**config.mk**
```make
export PLATFORM = sky130hd
export DESIGN_NAME = input_port_change_interrupt
export DESIGN_NICKNAME = d
export VERILOG_FILES = /design/src/hdl/kport_pkg.sv /design/src/hdl/pin_level_if.sv /design/src/hdl/input_port_change_interrupt.sv /design/src/hdl/pin_sync.sv
export SDC_FILE = /design/constraint.sdc
export NUM_CORES = 1
export LEC_CHECK = 0
export BUFFER_PORTS_ARGS = -buffer_cell sky130_fd_sc_hd__buf_2
export CORE_MARGIN = 8
export CORE_UTILIZATION = 43
export CTS_CLUSTER_SIZE = 14
export DETAILED_ROUTE_END_ITERATION = 7
export HOLD_SLACK_MARGIN = 0.08
export PLACE_DENSITY_LB_ADDON = 0.25
export SETUP_SLACK_MARGIN = 0.4
export SLEW_MARGIN = 25
export SYNTH_ARGS = -nofsm -noshare
export SYNTH_HDL_FRONTEND = slang
export SYNTH_SLANG_ARGS = --single-unit
```
**constraint.sdc**
```tcl
create_clock -name mclk -period 1.7 [get_ports mclk]
set_input_delay 0.085 -clock mclk [delete_from_list [all_inputs] [get_ports mclk]]
set_output_delay 0.085 -clock mclk [all_outputs]
set_load 0.02 [all_outputs]
```
**src/hdl/kport_pkg.sv**
```systemverilog
// Package: register map, field layout and reset values of the input port block
package kport_pkg;

  // ==========================================================================
  // Bus geometry
  localparam int ADDR_W = 16;
  localparam int DATA_W = 4;
  localparam int GROUP_W = 4;
  localparam int GROUPS = 2;
  localparam int PINS = GROUPS * GROUP_W;

  // ==========================================================================
  // Register offsets
  localparam logic [15:0] GROUP0_INTERRUPT_SELECT_OFS = 16'hff20;
  localparam logic [15:0] GROUP0_PIN_LEVELS_OFS = 16'hff21;
  localparam logic [15:0] GROUP0_EXPECTED_LEVELS_OFS = 16'hff22;
  localparam logic [15:0] GROUP1_INTERRUPT_SELECT_OFS = 16'hff24;
  localparam logic [15:0] GROUP1_PIN_LEVELS_OFS = 16'hff25;
  localparam logic [15:0] GROUP1_EXPECTED_LEVELS_OFS = 16'hff26;
  localparam logic [15:0] GROUP0_INTERRUPT_MASK_OFS = 16'hffe4;
  localparam logic [15:0] GROUP1_INTERRUPT_MASK_OFS = 16'hffe5;
  localparam logic [15:0] GROUP0_INTERRUPT_FLAG_OFS = 16'hfff4;
  localparam logic [15:0] GROUP1_INTERRUPT_FLAG_OFS = 16'hfff5;

  // ==========================================================================
  // Field positions
  localparam int ENABLE_BIT = 0;
  localparam int PENDING_BIT = 0;
  localparam int TIMER_PIN_BIT = 3;

  // ==========================================================================
  // Reset values
  localparam logic [3:0] SELECT_RST = 4'h0;
  localparam logic [3:0] EXPECTED_RST = 4'h0;
  localparam logic ENABLE_RST = 1'b0;
  localparam logic PENDING_RST = 1'b0;
  localparam logic [3:0] RDATA_IDLE = 4'h0;

endpackage

```
**src/hdl/pin_level_if.sv**
```systemverilog
// Interface: synchronised pin levels passed from the synchroniser to the port logic
`timescale 1ns/1ns
interface pin_level_if;
  logic [7:0] levels;
  modport producer (output levels);
  modport consumer (input levels);
endinterface

```
**src/hdl/input_port_change_interrupt.sv**
```systemverilog
// Eight-bit input port with per-group change interrupts and register port
//
// Chosen here: the strobed register port.
`timescale 1ns/1ns

// What this block does
// Pin data reads 1 high, 0 low
// Pin data registers read-only, writes ignored
// Only selected pins join interrupt condition
// Compare bit 1 falling, 0 rising edge
// Compare only selected pins of each group
// Match to mismatch establishes group condition
// Mismatch to other mismatch raises nothing
// Per-group one-bit interrupt enable mask
// Pending flag sets regardless of mask
// Masked group never requests CPU interrupt
// Write one clears flag, zero keeps
// Flag zero for group0, one group1
// Set flag keeps requesting interrupt again
// Software clears flag before re-enabling interrupts
// Top pin also feeds timer clock
// Reset clears flags, selects and masks
// Unused mask/flag bits read zero
// Pins pass two flip-flops before use
module input_port_change_interrupt
  import kport_pkg::*;
(
  input wire logic mclk,
  input wire logic rstn,
  input wire logic [3:0] group0_input_pins,
  input wire logic [3:0] group1_input_pins,
  input wire logic [15:0] bus_addr,
  input wire logic [3:0] bus_wdata,
  input wire logic bus_wr,
  input wire logic bus_rd,
  output logic [3:0] bus_rdata,
  output logic irq,
  output logic timer_ext_clock
);

  typedef struct packed {
    logic [1:0][3:0] pin_interrupt_select;
    logic [1:0][3:0] edge_compare_bits;
    logic [1:0] interrupt_enable;
    logic [1:0] interrupt_pending;
    logic [1:0] mismatch_prev;
    logic [3:0] rdata;
    logic irq;
    logic timer_clk;
  } port_state_s;

  localparam port_state_s STATE_RST = '{
    pin_interrupt_select: {SELECT_RST, SELECT_RST},
    edge_compare_bits: {EXPECTED_RST, EXPECTED_RST},
    interrupt_enable: {ENABLE_RST, ENABLE_RST},
    interrupt_pending: {PENDING_RST, PENDING_RST},
    mismatch_prev: 2'b00,
    rdata: RDATA_IDLE,
    irq: 1'b0,
    timer_clk: 1'b0
  };

  port_state_s st_reg;
  port_state_s st_next;

  pin_level_if pin_bus ();

  logic [1:0][3:0] group_levels;
  logic [1:0] mismatch_now;
  logic [1:0] change_event;

  // ==========================================================================
  // Pin synchronisation
  // Raw pins are asynchronous to mclk; only the synchronised copy is used
  pin_sync u_pin_sync (
    .mclk(mclk),
    .rstn(rstn),
    .pins_async({group1_input_pins, group0_input_pins}),
    .sync_out(pin_bus.producer)
  );

  assign group_levels[0] = pin_bus.levels[3:0];
  assign group_levels[1] = pin_bus.levels[7:4];

  // ==========================================================================
  // Change detection per group
  genvar g;
  generate
    for (g = 0; g < GROUPS; g++) begin : g_group
      // A compare bit of 1 expects a high level, so the pin falling breaks the
      // match; a bit of 0 expects low, so the pin rising breaks it
      assign mismatch_now[g] =
        |(st_reg.pin_interrupt_select[g] & (group_levels[g] ^ st_reg.edge_compare_bits[g]));
      // Only the step from full match to mismatch counts, so moving between
      // two mismatching patterns stays silent
      assign change_event[g] = mismatch_now[g] & ~st_reg.mismatch_prev[g];
    end
  endgenerate

  // ==========================================================================
  // Register access and interrupt state
  always_comb begin
    st_next = st_reg;
    st_next.mismatch_prev = mismatch_now;
    st_next.timer_clk = pin_bus.levels[GROUP_W + TIMER_PIN_BIT];

    // Writes; the pin level addresses take no write at all
    if (bus_wr) begin
      case (bus_addr)
        GROUP0_INTERRUPT_SELECT_OFS: begin
          st_next.pin_interrupt_select[0] = bus_wdata;
        end
        GROUP1_INTERRUPT_SELECT_OFS: begin
          st_next.pin_interrupt_select[1] = bus_wdata;
        end
        GROUP0_EXPECTED_LEVELS_OFS: begin
          st_next.edge_compare_bits[0] = bus_wdata;
        end
        GROUP1_EXPECTED_LEVELS_OFS: begin
          st_next.edge_compare_bits[1] = bus_wdata;
        end
        GROUP0_INTERRUPT_MASK_OFS: begin
          st_next.interrupt_enable[0] = bus_wdata[ENABLE_BIT];
        end
        GROUP1_INTERRUPT_MASK_OFS: begin
          st_next.interrupt_enable[1] = bus_wdata[ENABLE_BIT];
        end
        GROUP0_INTERRUPT_FLAG_OFS: begin
          if (bus_wdata[PENDING_BIT]) begin
            st_next.interrupt_pending[0] = 1'b0;
          end
        end
        GROUP1_INTERRUPT_FLAG_OFS: begin
          if (bus_wdata[PENDING_BIT]) begin
            st_next.interrupt_pending[1] = 1'b0;
          end
        end
        default: begin
          st_next.rdata = st_next.rdata;
        end
      endcase
    end

    // Events are applied after the clear so a same-cycle event is never lost
    for (int i = 0; i < GROUPS; i++) begin
      if (change_event[i]) begin
        st_next.interrupt_pending[i] = 1'b1;
      end
    end

    // Read data stand only in the cycle after the strobe
    st_next.rdata = RDATA_IDLE;
    if (bus_rd) begin
      case (bus_addr)
        GROUP0_INTERRUPT_SELECT_OFS: st_next.rdata = st_reg.pin_interrupt_select[0];
        GROUP1_INTERRUPT_SELECT_OFS: st_next.rdata = st_reg.pin_interrupt_select[1];
        GROUP0_PIN_LEVELS_OFS: st_next.rdata = group_levels[0];
        GROUP1_PIN_LEVELS_OFS: st_next.rdata = group_levels[1];
        GROUP0_EXPECTED_LEVELS_OFS: st_next.rdata = st_reg.edge_compare_bits[0];
        GROUP1_EXPECTED_LEVELS_OFS: st_next.rdata = st_reg.edge_compare_bits[1];
        GROUP0_INTERRUPT_MASK_OFS: st_next.rdata = {3'b000, st_reg.interrupt_enable[0]};
        GROUP1_INTERRUPT_MASK_OFS: st_next.rdata = {3'b000, st_reg.interrupt_enable[1]};
        GROUP0_INTERRUPT_FLAG_OFS: st_next.rdata = {3'b000, st_reg.interrupt_pending[0]};
        GROUP1_INTERRUPT_FLAG_OFS: st_next.rdata = {3'b000, st_reg.interrupt_pending[1]};
        default: st_next.rdata = RDATA_IDLE;
      endcase
    end

    // Level request: the CPU sees it again after every re-enable until cleared
    st_next.irq = |(st_next.interrupt_pending & st_next.interrupt_enable);
  end

  // ==========================================================================
  // State register
  always_ff @(posedge mclk) begin
    if (!rstn) begin
      st_reg <= STATE_RST;
    end else begin
      st_reg <= st_next;
    end
  end

  assign bus_rdata = st_reg.rdata;
  assign irq = st_reg.irq;
  assign timer_ext_clock = st_reg.timer_clk;

endmodule // input_port_change_interrupt

```
**src/hdl/pin_sync.sv**
```systemverilog
// Two-stage synchroniser for the eight input pins
`timescale 1ns/1ns
module pin_sync
  import kport_pkg::*;
(
  input wire logic mclk,
  input wire logic rstn,
  input wire logic [7:0] pins_async,
  pin_level_if.producer sync_out
);

  typedef struct packed {
    logic [7:0] stage1;
    logic [7:0] stage2;
  } sync_state_s;

  sync_state_s st_reg;
  sync_state_s st_next;

  // ==========================================================================
  // Next state
  // The first stage feeds only the second stage; nothing else looks at it
  always_comb begin
    st_next = st_reg;
    st_next.stage1 = pins_async;
    st_next.stage2 = st_reg.stage1;
  end

  always_ff @(posedge mclk) begin
    if (!rstn) begin
      st_reg <= '0;
    end else begin
      st_reg <= st_next;
    end
  end

  assign sync_out.levels = st_reg.stage2;

endmodule // pin_sync

```
==> impl_metrics.tcl, run 1 <==
set metrics [dict create \
    crit_start "u_pin_sync.sync_out.levels[7]" \
    synthFlopType "dfxtp_1" \
    routed_wl_um 4390 \
    synth.most_common_cell "dfxtp_1" \
    powerDensity_nw_per_um2 729 \
    tightest_slew_ns 0.434 \
    met2_usage_pct 20.2 \
    numCtsBuffers 5 \
    drt_iter0_markers 101 \
    grt_antenna_before_repair 0 \
    grt_pass1_vias 1591 \
    met1_usage_pct 15.8 \
    cts_max_path_buffers 2 \
    synth_seq_cells 44 \
    die_x_um 83.5 \
    holdPathStages 3 \
    final_area_um2 2610 \
    vias_per_cell 5.24 \
    finClkSkew_ns 0.00850 \
    area_delta_synth_final_pct 33.2 \
    hold_class "in2reg" \
    die_area_um2 6980 \
    status "finished clean" \
    htreeDepth 2 \
    met3_usage_pct 5.47 \
    synth_common_cells "44 x dfxtp_1, 20 x and2_1, 16 x nand2_1, 14 x mux2i_1, 14 x nor2b_1" \
    dp_hpwl_um 3220 \
    power.internal_uw 1480 \
    fmax_mhz 783 \
    clk_pin_slew_worst_paths_ns 0.08 \
    cts_tree "yes" \
    critPathLaunchType "flop" \
    track_usage_pct 13.0 \
    drc 0 \
    hold_violations 0 \
    leakagePower_uw 0.00114 \
    synth.avg_cell_area_um2 9.95 \
    maxCapViolCount 0 \
    ys_warn_count 0 \
    reg2reg_from "u_pin_sync.sync_out.levels[7]" \
    clkPwrFrac_pct 34.8 \
    tns_ns 0 \
    grt_busiest_layer "met2" \
    io_buffers 37 \
    async_flop_share_pct 0 \
    yosysUniqueCellTypes 40 \
    period_needed_ns 1.28 \
    nNetsFinal 285 \
    clock-root-buffer "clkbuf_8" \
    slew_violations 0 \
    p_sw_uw 426 \
    dieHeight_um 83.5 \
    switching_share_pct 22.4 \
    reg2regPathDepth 3 \
    ir_drop_v 0.000555 \
    rsz0062_at_grt "yes" \
    critical_path_arrival_ns 1.47 \
    first_pass_iters 5 \
    crit_fanout 3 \
    grt_max_degree 39 \
    netlist_instances 197 \
    initial_utilization_pct 44.7 \
    finalSetupViolations 0 \
    syn_nets 229 \
    seq_area_frac_synth_pct 44.9 \
    grt_overflow_total 0 \
    coreArea_um2 4380 \
    synth_area_leader_cell "dfxtp_1" \
    holdWs_ns 0.0947 \
    antenna_left 0 \
    syn-cell-area_um2 1960 \
    pwr-share-comb_pct 9.7 \
    end_kind "flop" \
    wire_per_inst_um 14.3 \
    synth_top_area_share_pct 44.9 \
    antennaDiodeCount 0 \
    largest_register_ffs 22 \
    grt_pass1_wl_um 7520 \
    io_pins 38 \
    reg2reg_to "bus_rdata[3]" \
    synth_edf_count 0 \
    synthTopCellsByArea "dfxtp_1 45%, mux2i_1 7.1%, and2_1 6.4%" \
    num_rows 24 \
    worstPathRequired_ns 1.89 \
    reg2reg_slack_ns 0.42 \
    via_count 1604 \
    path_class "reg2reg" \
    drive_above_1_share_pct 33.5 \
    maxSlewHeadroom_pct 70.8 \
    cts_sinks 44 \
    post_dp_cell_area_um2 2290 \
    min_period_over_period_pct 75.1 \
    endpoint "bus_rdata[3]" \
    finalWeightedCongestion 0.899 \
    insertion_delay_ns 0.30 \
    power_frac_seq_pct 55.4 \
]
==> critical path: stages (launching register included) <==
cell and delay (ns):
dfxtp_1 0.34, mux4_2 0.48, a222oi_1 0.29, nor2_1 0.07
==> cells by family after synthesis <==
group	synth area share [%]
muxes	11.7
buffers and inverters	3.96
AOI/OAI and AO/OA	8.81
and+or+nand+nor	27.0
xor gates and xnor gates	3.57
DFF	44.9
==> power groups by stage <==
stage               Clock (uW)  Combinational, uW  Sequential (uW)
floorplan                    0               72.6             1080
global placement             0                144             1080
detailed placement           0                145             1080
CTS                        691                169             1060
global route               721                201             1060
finish                     664                186             1060
==> placed cells by master (no fill, tap or decap), types with 5 or more instances in the layout <==
cell type       n
nand2_1        15
nor2b_1        14
buf_4          13
a22oi_1         5
buf_6           5
and2_1         19
mux2i_1        14
nand3_1         7
buf_2          31
dlygate4sd3_1  11
clkbuf_8        6
xor2_1          8
dfxtp_1        40
==> final cells by class <==
type / instances / area (um2)
fillers: 394 / 1770
clock buffers: 7 / 86.3
repair buffers: 61 / 434
well taps: 52 / 65.1
flip-flops and latches: 44 / 886
inverters: 4 / 15.0
clock inverters: 1 / 7.51
multi-input cells: 137 / 1120
==> layer usage <==
layer / vias to the layer above / part of all wire, %
met5: - / 0
met4: 0 / 1.5
met3: 6 / 7.9
met2: 55 / 43
met1: 733 / 47
li1: 810 / -
==> worst min path at each step <==
stage / startpoint / end / slack [ns]
global placement: group1_input_pins[3] / u_pin_sync.st_next[7] / 0.29
global route: bus_wdata[2] / st_reg[18] / 0.09
CTS: bus_wdata[2] / st_reg[18] / 0.08
floorplan: group0_input_pins[0] / u_pin_sync.st_next[0] / 0.21
detailed placement: group0_input_pins[3] / u_pin_sync.st_next[3] / 0.29
finish: bus_wdata[2] / st_reg[18] / 0.09
==> repair_timing <==
| item | in CTS | in global routing |
|---|---|---|
| endpoints found under the setup margin | 18 | 23 |
| gates resized for setup | 3 | 23 |
| pin swaps | 6 | 9 |
| cloned | 0 | 0 |
| hold endpoints to repair | 11 | 0 |
| hold buffers | 11 | 0 |
| buffers inserted | 1 | 1 |
==> metrics by stage <==
step                      setup WS (ns)  power (uW)  instances  util, %
final                             0.423        1900        306     59.6
after global routing              0.294        1980        306     59.6
after CTS                         0.371        1920        305     57.3
after detailed placement         0.0413        1220        285     52.2
after global placement           0.0588        1220        285     52.2
after floorplan                   0.177        1150        197        -
Note: power is estimated with default switching activity, not from simulation.
==> inputs of run 2 (changes only) <==
==> constraint.sdc (replaced) <==
create_clock -name mclk -period 1.1 [get_ports mclk]
set_input_delay 0.055 -clock mclk [delete_from_list [all_inputs] [get_ports mclk]]
set_output_delay 0.055 -clock mclk [all_outputs]
set_load 0.02 [all_outputs]
==> run 2 against run 1 <==
  * The run now ends with negative setup slack left
  * Critical path type is now in2reg
  * Critical path depth up 5
  * Register-to-register slack worse by 0.62 ns
  * Global-route usage up 2.1 points
  * Cell count increased by 10%
  * Die area did not move
  * Combinational power rose by 90%
  * Largest power group unchanged
==> impl_metrics.tcl, run 2 (synthesized netlist as in run 1, its figures left out) <==
set metrics [dict create \
    path_class "in2reg" \
    num_rows 24 \
    htreeDepth 2 \
    numCtsBuffers 5 \
    finClkSkew_ns 0.0119 \
    die_area_um2 6980 \
    vias_per_cell 5.19 \
    regArea_um2 896 \
    die_x_um 83.5 \
    crit_fanout 6 \
    rsz0062_at_grt "yes" \
    grt_pass1_vias 1908 \
    nNetsFinal 317 \
    finalSetupViolations 25 \
    final_cell_mix "39 x buf_4, 32 x dfxtp_1, 24 x buf_6" \
    hold_violations 0 \
    track_usage_pct 15.1 \
    stdcell_count 338 \
    holdWs_ns 0.0423 \
    antenna_left 0 \
    drive_above_1_share_pct 47.9 \
    cts_sinks 44 \
    grt_overflow_total 0 \
    first_pass_iters 4 \
    drt_iter0_markers 131 \
    grt_antenna_before_repair 0 \
    dp_cells 314 \
    crit_chain "buf_6 -> buf_6 -> or4bb_4 -> buf_6 -> nor3_4 -> buf_6 -> a22oi_2 -> a31oi_1" \
    cts_max_path_buffers 2 \
    io_pins 38 \
    dp_slack_ns -0.520 \
    hold_buffers 9 \
    grt_pass1_wl_um 8820 \
    antennaDiodeCount 0 \
    final_common_cell "buf_4" \
    cts_tree "yes" \
    status "finished, violations left" \
    tightest_slew_ns 0.389 \
    hold_class "in2reg" \
    routed_wl_um 5090 \
    min_period_over_period_pct 121 \
    worstPathRequired_ns 1.30 \
    grt_max_degree 39 \
    clock-root-buffer "clkbuf_8" \
    via_count 1754 \
    ir_drop_v 0.00105 \
    multi_input_area_um2 1180 \
    clk_pin_slew_worst_paths_ns 0.09 \
    maxCapViolCount 0 \
    area_delta_synth_final_pct 54.9 \
    maxSlewHeadroom_pct 73.8 \
    drc 0 \
    end_kind "flop" \
    wire_per_inst_um 15.1 \
    coreArea_um2 4380 \
    slew_violations 0 \
    initial_utilization_pct 44.7 \
    dieHeight_um 83.5 \
    period_needed_ns 1.33 \
    io_buffers 37 \
    largest_register_ffs 22 \
    critical_path_arrival_ns 1.53 \
    max_stage_delay_ns 0.57 \
    dp_hpwl_um 3680 \
    final.fill_count 318 \
    cpMostUsedCell "buf_6" \
    slowest_stage "or4bb_4" \
    critPathLaunchType "primary input" \
    violations "negative setup slack" \
    finalWeightedCongestion 0.883 \
    leakagePower_uw 0.00137 \
    setup_slack_ns -0.226 \
    insertion_delay_ns 0.29 \
    fmax_mhz 754 \
    fin_util_pct 69.3 \
    powerDensity_nw_per_um2 1080 \
]
run 2: final timing paths:
check	startpoint	end	slack (ns)	cells after the start
min reg2reg	u_pin_sync.st_next[6]	u_pin_sync.sync_out.levels[6]	0.44	1
min	bus_wdata[2]	st_reg[18]	0.04	3
max	bus_addr[0]	bus_rdata[0]	-0.23	8
max reg2reg	u_pin_sync.sync_out.levels[1]	bus_rdata[1]	-0.20	3
run 2: report_power, final:
part	switching (uW)	leakage (uW)	total (uW)	internal, uW
clock network	539	0.0000614	1280	742
logic	150	0.000945	354	204
registers	11.5	0.000364	1630	1620
run 2: repair_timing:
action	CTS	global route
endpoints found under the hold margin	12	2
resized for setup	42	20
setup endpoints to repair	33	34
setup buffers	6	1
pin swaps	22	10
run 2: stage by stage:
step	power [uW]	setup TNS [ns]	instance area [um2]
2_1_floorplan	1780	-7.82	2040
3_3_place_gp	1930	-10.70	2510
3_5_place_dp	1930	-11.29	2510
4_1_cts	3280	-2.94	2930
5_1_grt	3410	-5.00	3040
6_report	3270	-3.33	3040
run 2: area by class of cell:
class | instances | area share [%]
sequential | 44 | 29.5
timing repair buffer | 93 | 25.0
tap | 52 | 2.14
multi-input combinational | 137 | 38.9
inverter | 4 | 0.494
clock buffer | 6 | 2.72
clock inverter | 2 | 1.28
run 2: routing by layer:
layer / vias to the layer above / global-route usage [%] / share of wire (%) / wire length, um
li1: 872 / - / - / -
met1: 827 / 18.3 / 45 / 2300
met2: 53 / 25.2 / 48 / 2430
met3: 2 / 5.18 / 6.8 / 348
met4: 0 / 3.30 / 0.37 / 19
met5: - / 0 / 0 / 0
run 2: worst max-delay path, delay by kind of cell:
family	cells	cell delay, ns
AND/OR/NAND/NOR	2	0.74
buffers and inverters	4	0.49
AO/OA/AOI/OAI	2	0.25
==> inputs of run 3 (changes only) <==
--- a/config.mk
+++ b/config.mk
@@ -5,9 +5,12 @@
 export SDC_FILE = /design/constraint.sdc
 export NUM_CORES = 1
 export LEC_CHECK = 0
+export ABC_AREA = 1
+export ABC_CLOCK_PERIOD_IN_PS = 1100
 export BUFFER_PORTS_ARGS = -buffer_cell sky130_fd_sc_hd__buf_2
 export CORE_MARGIN = 8
 export CORE_UTILIZATION = 43
+export CTS_CLUSTER_DIAMETER = 120
 export CTS_CLUSTER_SIZE = 14
 export DETAILED_ROUTE_END_ITERATION = 7
 export HOLD_SLACK_MARGIN = 0.08
==> run 3 against run 2 <==
  * The flow still finishes with violations (negative setup slack)
  * Clock-buffer cell count down 1
  * Maximum frequency up 18%
  * Register-to-register slack better by 0.17 ns
  * Utilization up 1.9 points
  * Via count up 28%
  * Critical path depth down 1
  * Largest cell class unchanged
  * Largest power group unchanged
  * Highest routed layer unchanged
==> impl_metrics.tcl, run 3 <==
set metrics [dict create \
    wire_per_inst_um 13.8 \
    area_delta_synth_final_pct 61.9 \
    cts_sinks 44 \
    slew_violations 0 \
    synthXorXnorAreaFrac_pct 0 \
    end_kind "flop" \
    clock-root-buffer "clkbuf_8" \
    drc 0 \
    tightest_slew_ns 0.308 \
    yosysUniqueCellTypes 26 \
    final_area_um2 3560 \
    violations "negative setup slack" \
    met1_usage_pct 18.2 \
    drt_iter0_markers 133 \
    largest_register_ffs 22 \
    routed_wl_um 6400 \
    synth_edf_count 0 \
    maxSlewHeadroom_pct 79.3 \
    syn-cell-area_um2 2200 \
    finClkSkew_ns 0.0107 \
    initial_utilization_pct 44.0 \
    synth_top_family_by_area "simple AND/OR/NAND/NOR gates" \
    path_class "reg2reg" \
    ir_drop_v 0.00105 \
    async_flop_share_pct 0 \
    synth_seq_cells 44 \
    min_period_over_period_pct 102 \
    finalSetupViolations 2 \
    fmax_mhz 888 \
    stdcell_count 464 \
    cts_max_path_buffers 2 \
    grt_overflow_total 0 \
    grt_antenna_before_repair 0 \
    worstPathRequired_ns 1.30 \
    final_common_cell "nand2_1" \
    die_area_um2 7670 \
    holdPathStages 3 \
    synth_top_area_share_pct 40.0 \
    ys_warn_count 0 \
    numCtsBuffers 5 \
    coreArea_um2 5010 \
    critical_path_arrival_ns 1.32 \
    synthTopCellsByArea "dfxtp_1 40%, nand2_1 13%, inv_1 8.4%" \
    synth-simple-area-share_pct 36.6 \
    nNetsFinal 425 \
    grt_pass1_wl_um 9420 \
    io_pins 38 \
    die_x_um 87.6 \
    io_buffers 37 \
    dp_hpwl_um 3990 \
    hold_class "in2reg" \
    dieHeight_um 87.6 \
    finalWeightedCongestion 0.847 \
    met2_usage_pct 27.5 \
    synth_fa_ha_area_share_pct 0 \
    seq_area_frac_synth_pct 40.0 \
    synth.area.mux_share_pct 0 \
    tns_ns -0.0269 \
    synth_compound_area_share_pct 10.9 \
    via_count 2243 \
    setup_slack_ns -0.0258 \
    met3_usage_pct 4.60 \
    insertion_delay_ns 0.30 \
    num_rows 26 \
    hold_buffers 9 \
    leakagePower_uw 0.00176 \
    maxCapViolCount 0 \
    antenna_left 0 \
    rsz0062_at_grt "yes" \
    period_needed_ns 1.13 \
    cts_tree "yes" \
    powerDensity_nw_per_um2 918 \
    critPathLaunchType "flop" \
    vias_per_cell 4.83 \
    track_usage_pct 15.8 \
    first_pass_iters 4 \
    htreeDepth 2 \
    crit_fanout 3 \
    drive_above_1_share_pct 54.3 \
    grt_max_degree 15 \
    grt_pass1_vias 2029 \
    syn_nets 350 \
    dp_cells 430 \
    dp_slack_ns -0.112 \
    antennaDiodeCount 0 \
    synth.most_common_cell "nand2_1" \
    post_dp_cell_area_um2 2710 \
    hold_violations 0 \
    synth_common_cells "76 x nand2_1, 49 x inv_1, 44 x dfxtp_1, 31 x nor2_1, 27 x nand3_1" \
    synth_area_leader_cell "dfxtp_1" \
    clk_pin_slew_worst_paths_ns 0.09 \
    synthFlopType "dfxtp_1" \
    reg2regPathDepth 7 \
    grt_busiest_layer "met2" \
    netlist_instances 318 \
    status "finished, violations left" \
    final_cell_mix "52 x nand2_1, 34 x inv_1, 29 x buf_6" \
    synth.avg_cell_area_um2 6.92 \
]
==> run 3: changes by cell type after synthesis, moves of 7 or more <==
cell,previous run,this run
a21oi_1,1,19
and2_1,20,0
inv_1,4,49
inv_2,0,7
mux2i_1,14,0
nand2_1,16,76
nand3_1,9,27
nor2_1,4,31
nor2b_1,14,0
o21ai_1,0,20
xor2_1,8,0
==> run 3: metrics by stage <==
step | utilization (%) | power (uW) | hold WS, ns
2_1_floorplan | - | 1820 | 0.153
3_3_place_gp | 54.0 | 1940 | 0.235
3_5_place_dp | 54.0 | 1950 | 0.240
4_1_cts | 67.1 | 3250 | 0.0249
5_1_grt | 71.2 | 3400 | 0.0566
6_report | 71.2 | 3270 | 0.0390
==> run 3: power breakdown <==
| group | switching, uW | total [uW] | leakage [uW] | internal (uW) |
|---|---|---|---|---|
| clock | 563 | 1240 | 0.0000541 | 672 |
| sequential | 14.0 | 1630 | 0.000367 | 1620 |
| combinational | 217 | 404 | 0.00134 | 187 |
| total | 794 | 3270 | 0.00176 | 2480 |
==> run 3: worst paths after layout <==
check	startpoint	endpoint	slack (ns)
setup / recovery	st_reg[12]	irq	-0.03
setup reg to reg	st_reg[12]	irq	-0.03
hold / removal	bus_rd	bus_rdata[1]	0.04
hold reg to reg	u_pin_sync.st_next[4]	u_pin_sync.sync_out.levels[4]	0.41
==> run 3: repair_timing <==
action                                  CTS  global route
hold endpoints to repair                 22             5
gates cloned                              1             0
gates resized for setup                 103            46
pin swaps                                54            46
setup buffers                             8             8
endpoints found under the setup margin   33            33
==> run 3: worst max-delay path: stages (launching register included) <==
cell and delay (ns):
dfxtp_2 0.35, or2_4 0.22, nand3_2 0.05, nand4_1 0.12, nand3b_1 0.13, nand2_1 0.07
nand2_1 0.05, nand2_1 0.04
==> run 3: final cells by class <==
type / instances / area (um2)
flip-flops and latches: 44 / 907
fillers: 386 / 1450
repair buffers: 79 / 762
clock inverters: 3 / 42.5
multi-input cells: 207 / 1470
inverters: 56 / 223
well taps: 70 / 87.6
clock buffers: 5 / 68.8
==> run 3: routing by layer <==
layer  wire (um)  up-vias
met5           0        -
met2        3230       80
met3         452        8
li1            -     1131
met1        2630     1024
met4          85        0
==> run 3: kinds of logic (layout without fill, tap and decap cells) <==
| logic type | after synthesis | after routing |
|---|---|---|
| AOI/OAI and AO/OA | 46 | 46 |
| DFF | 44 | 44 |
| and+or+nand+nor | 161 | 161 |
| buffers and inverters | 67 | 143 |
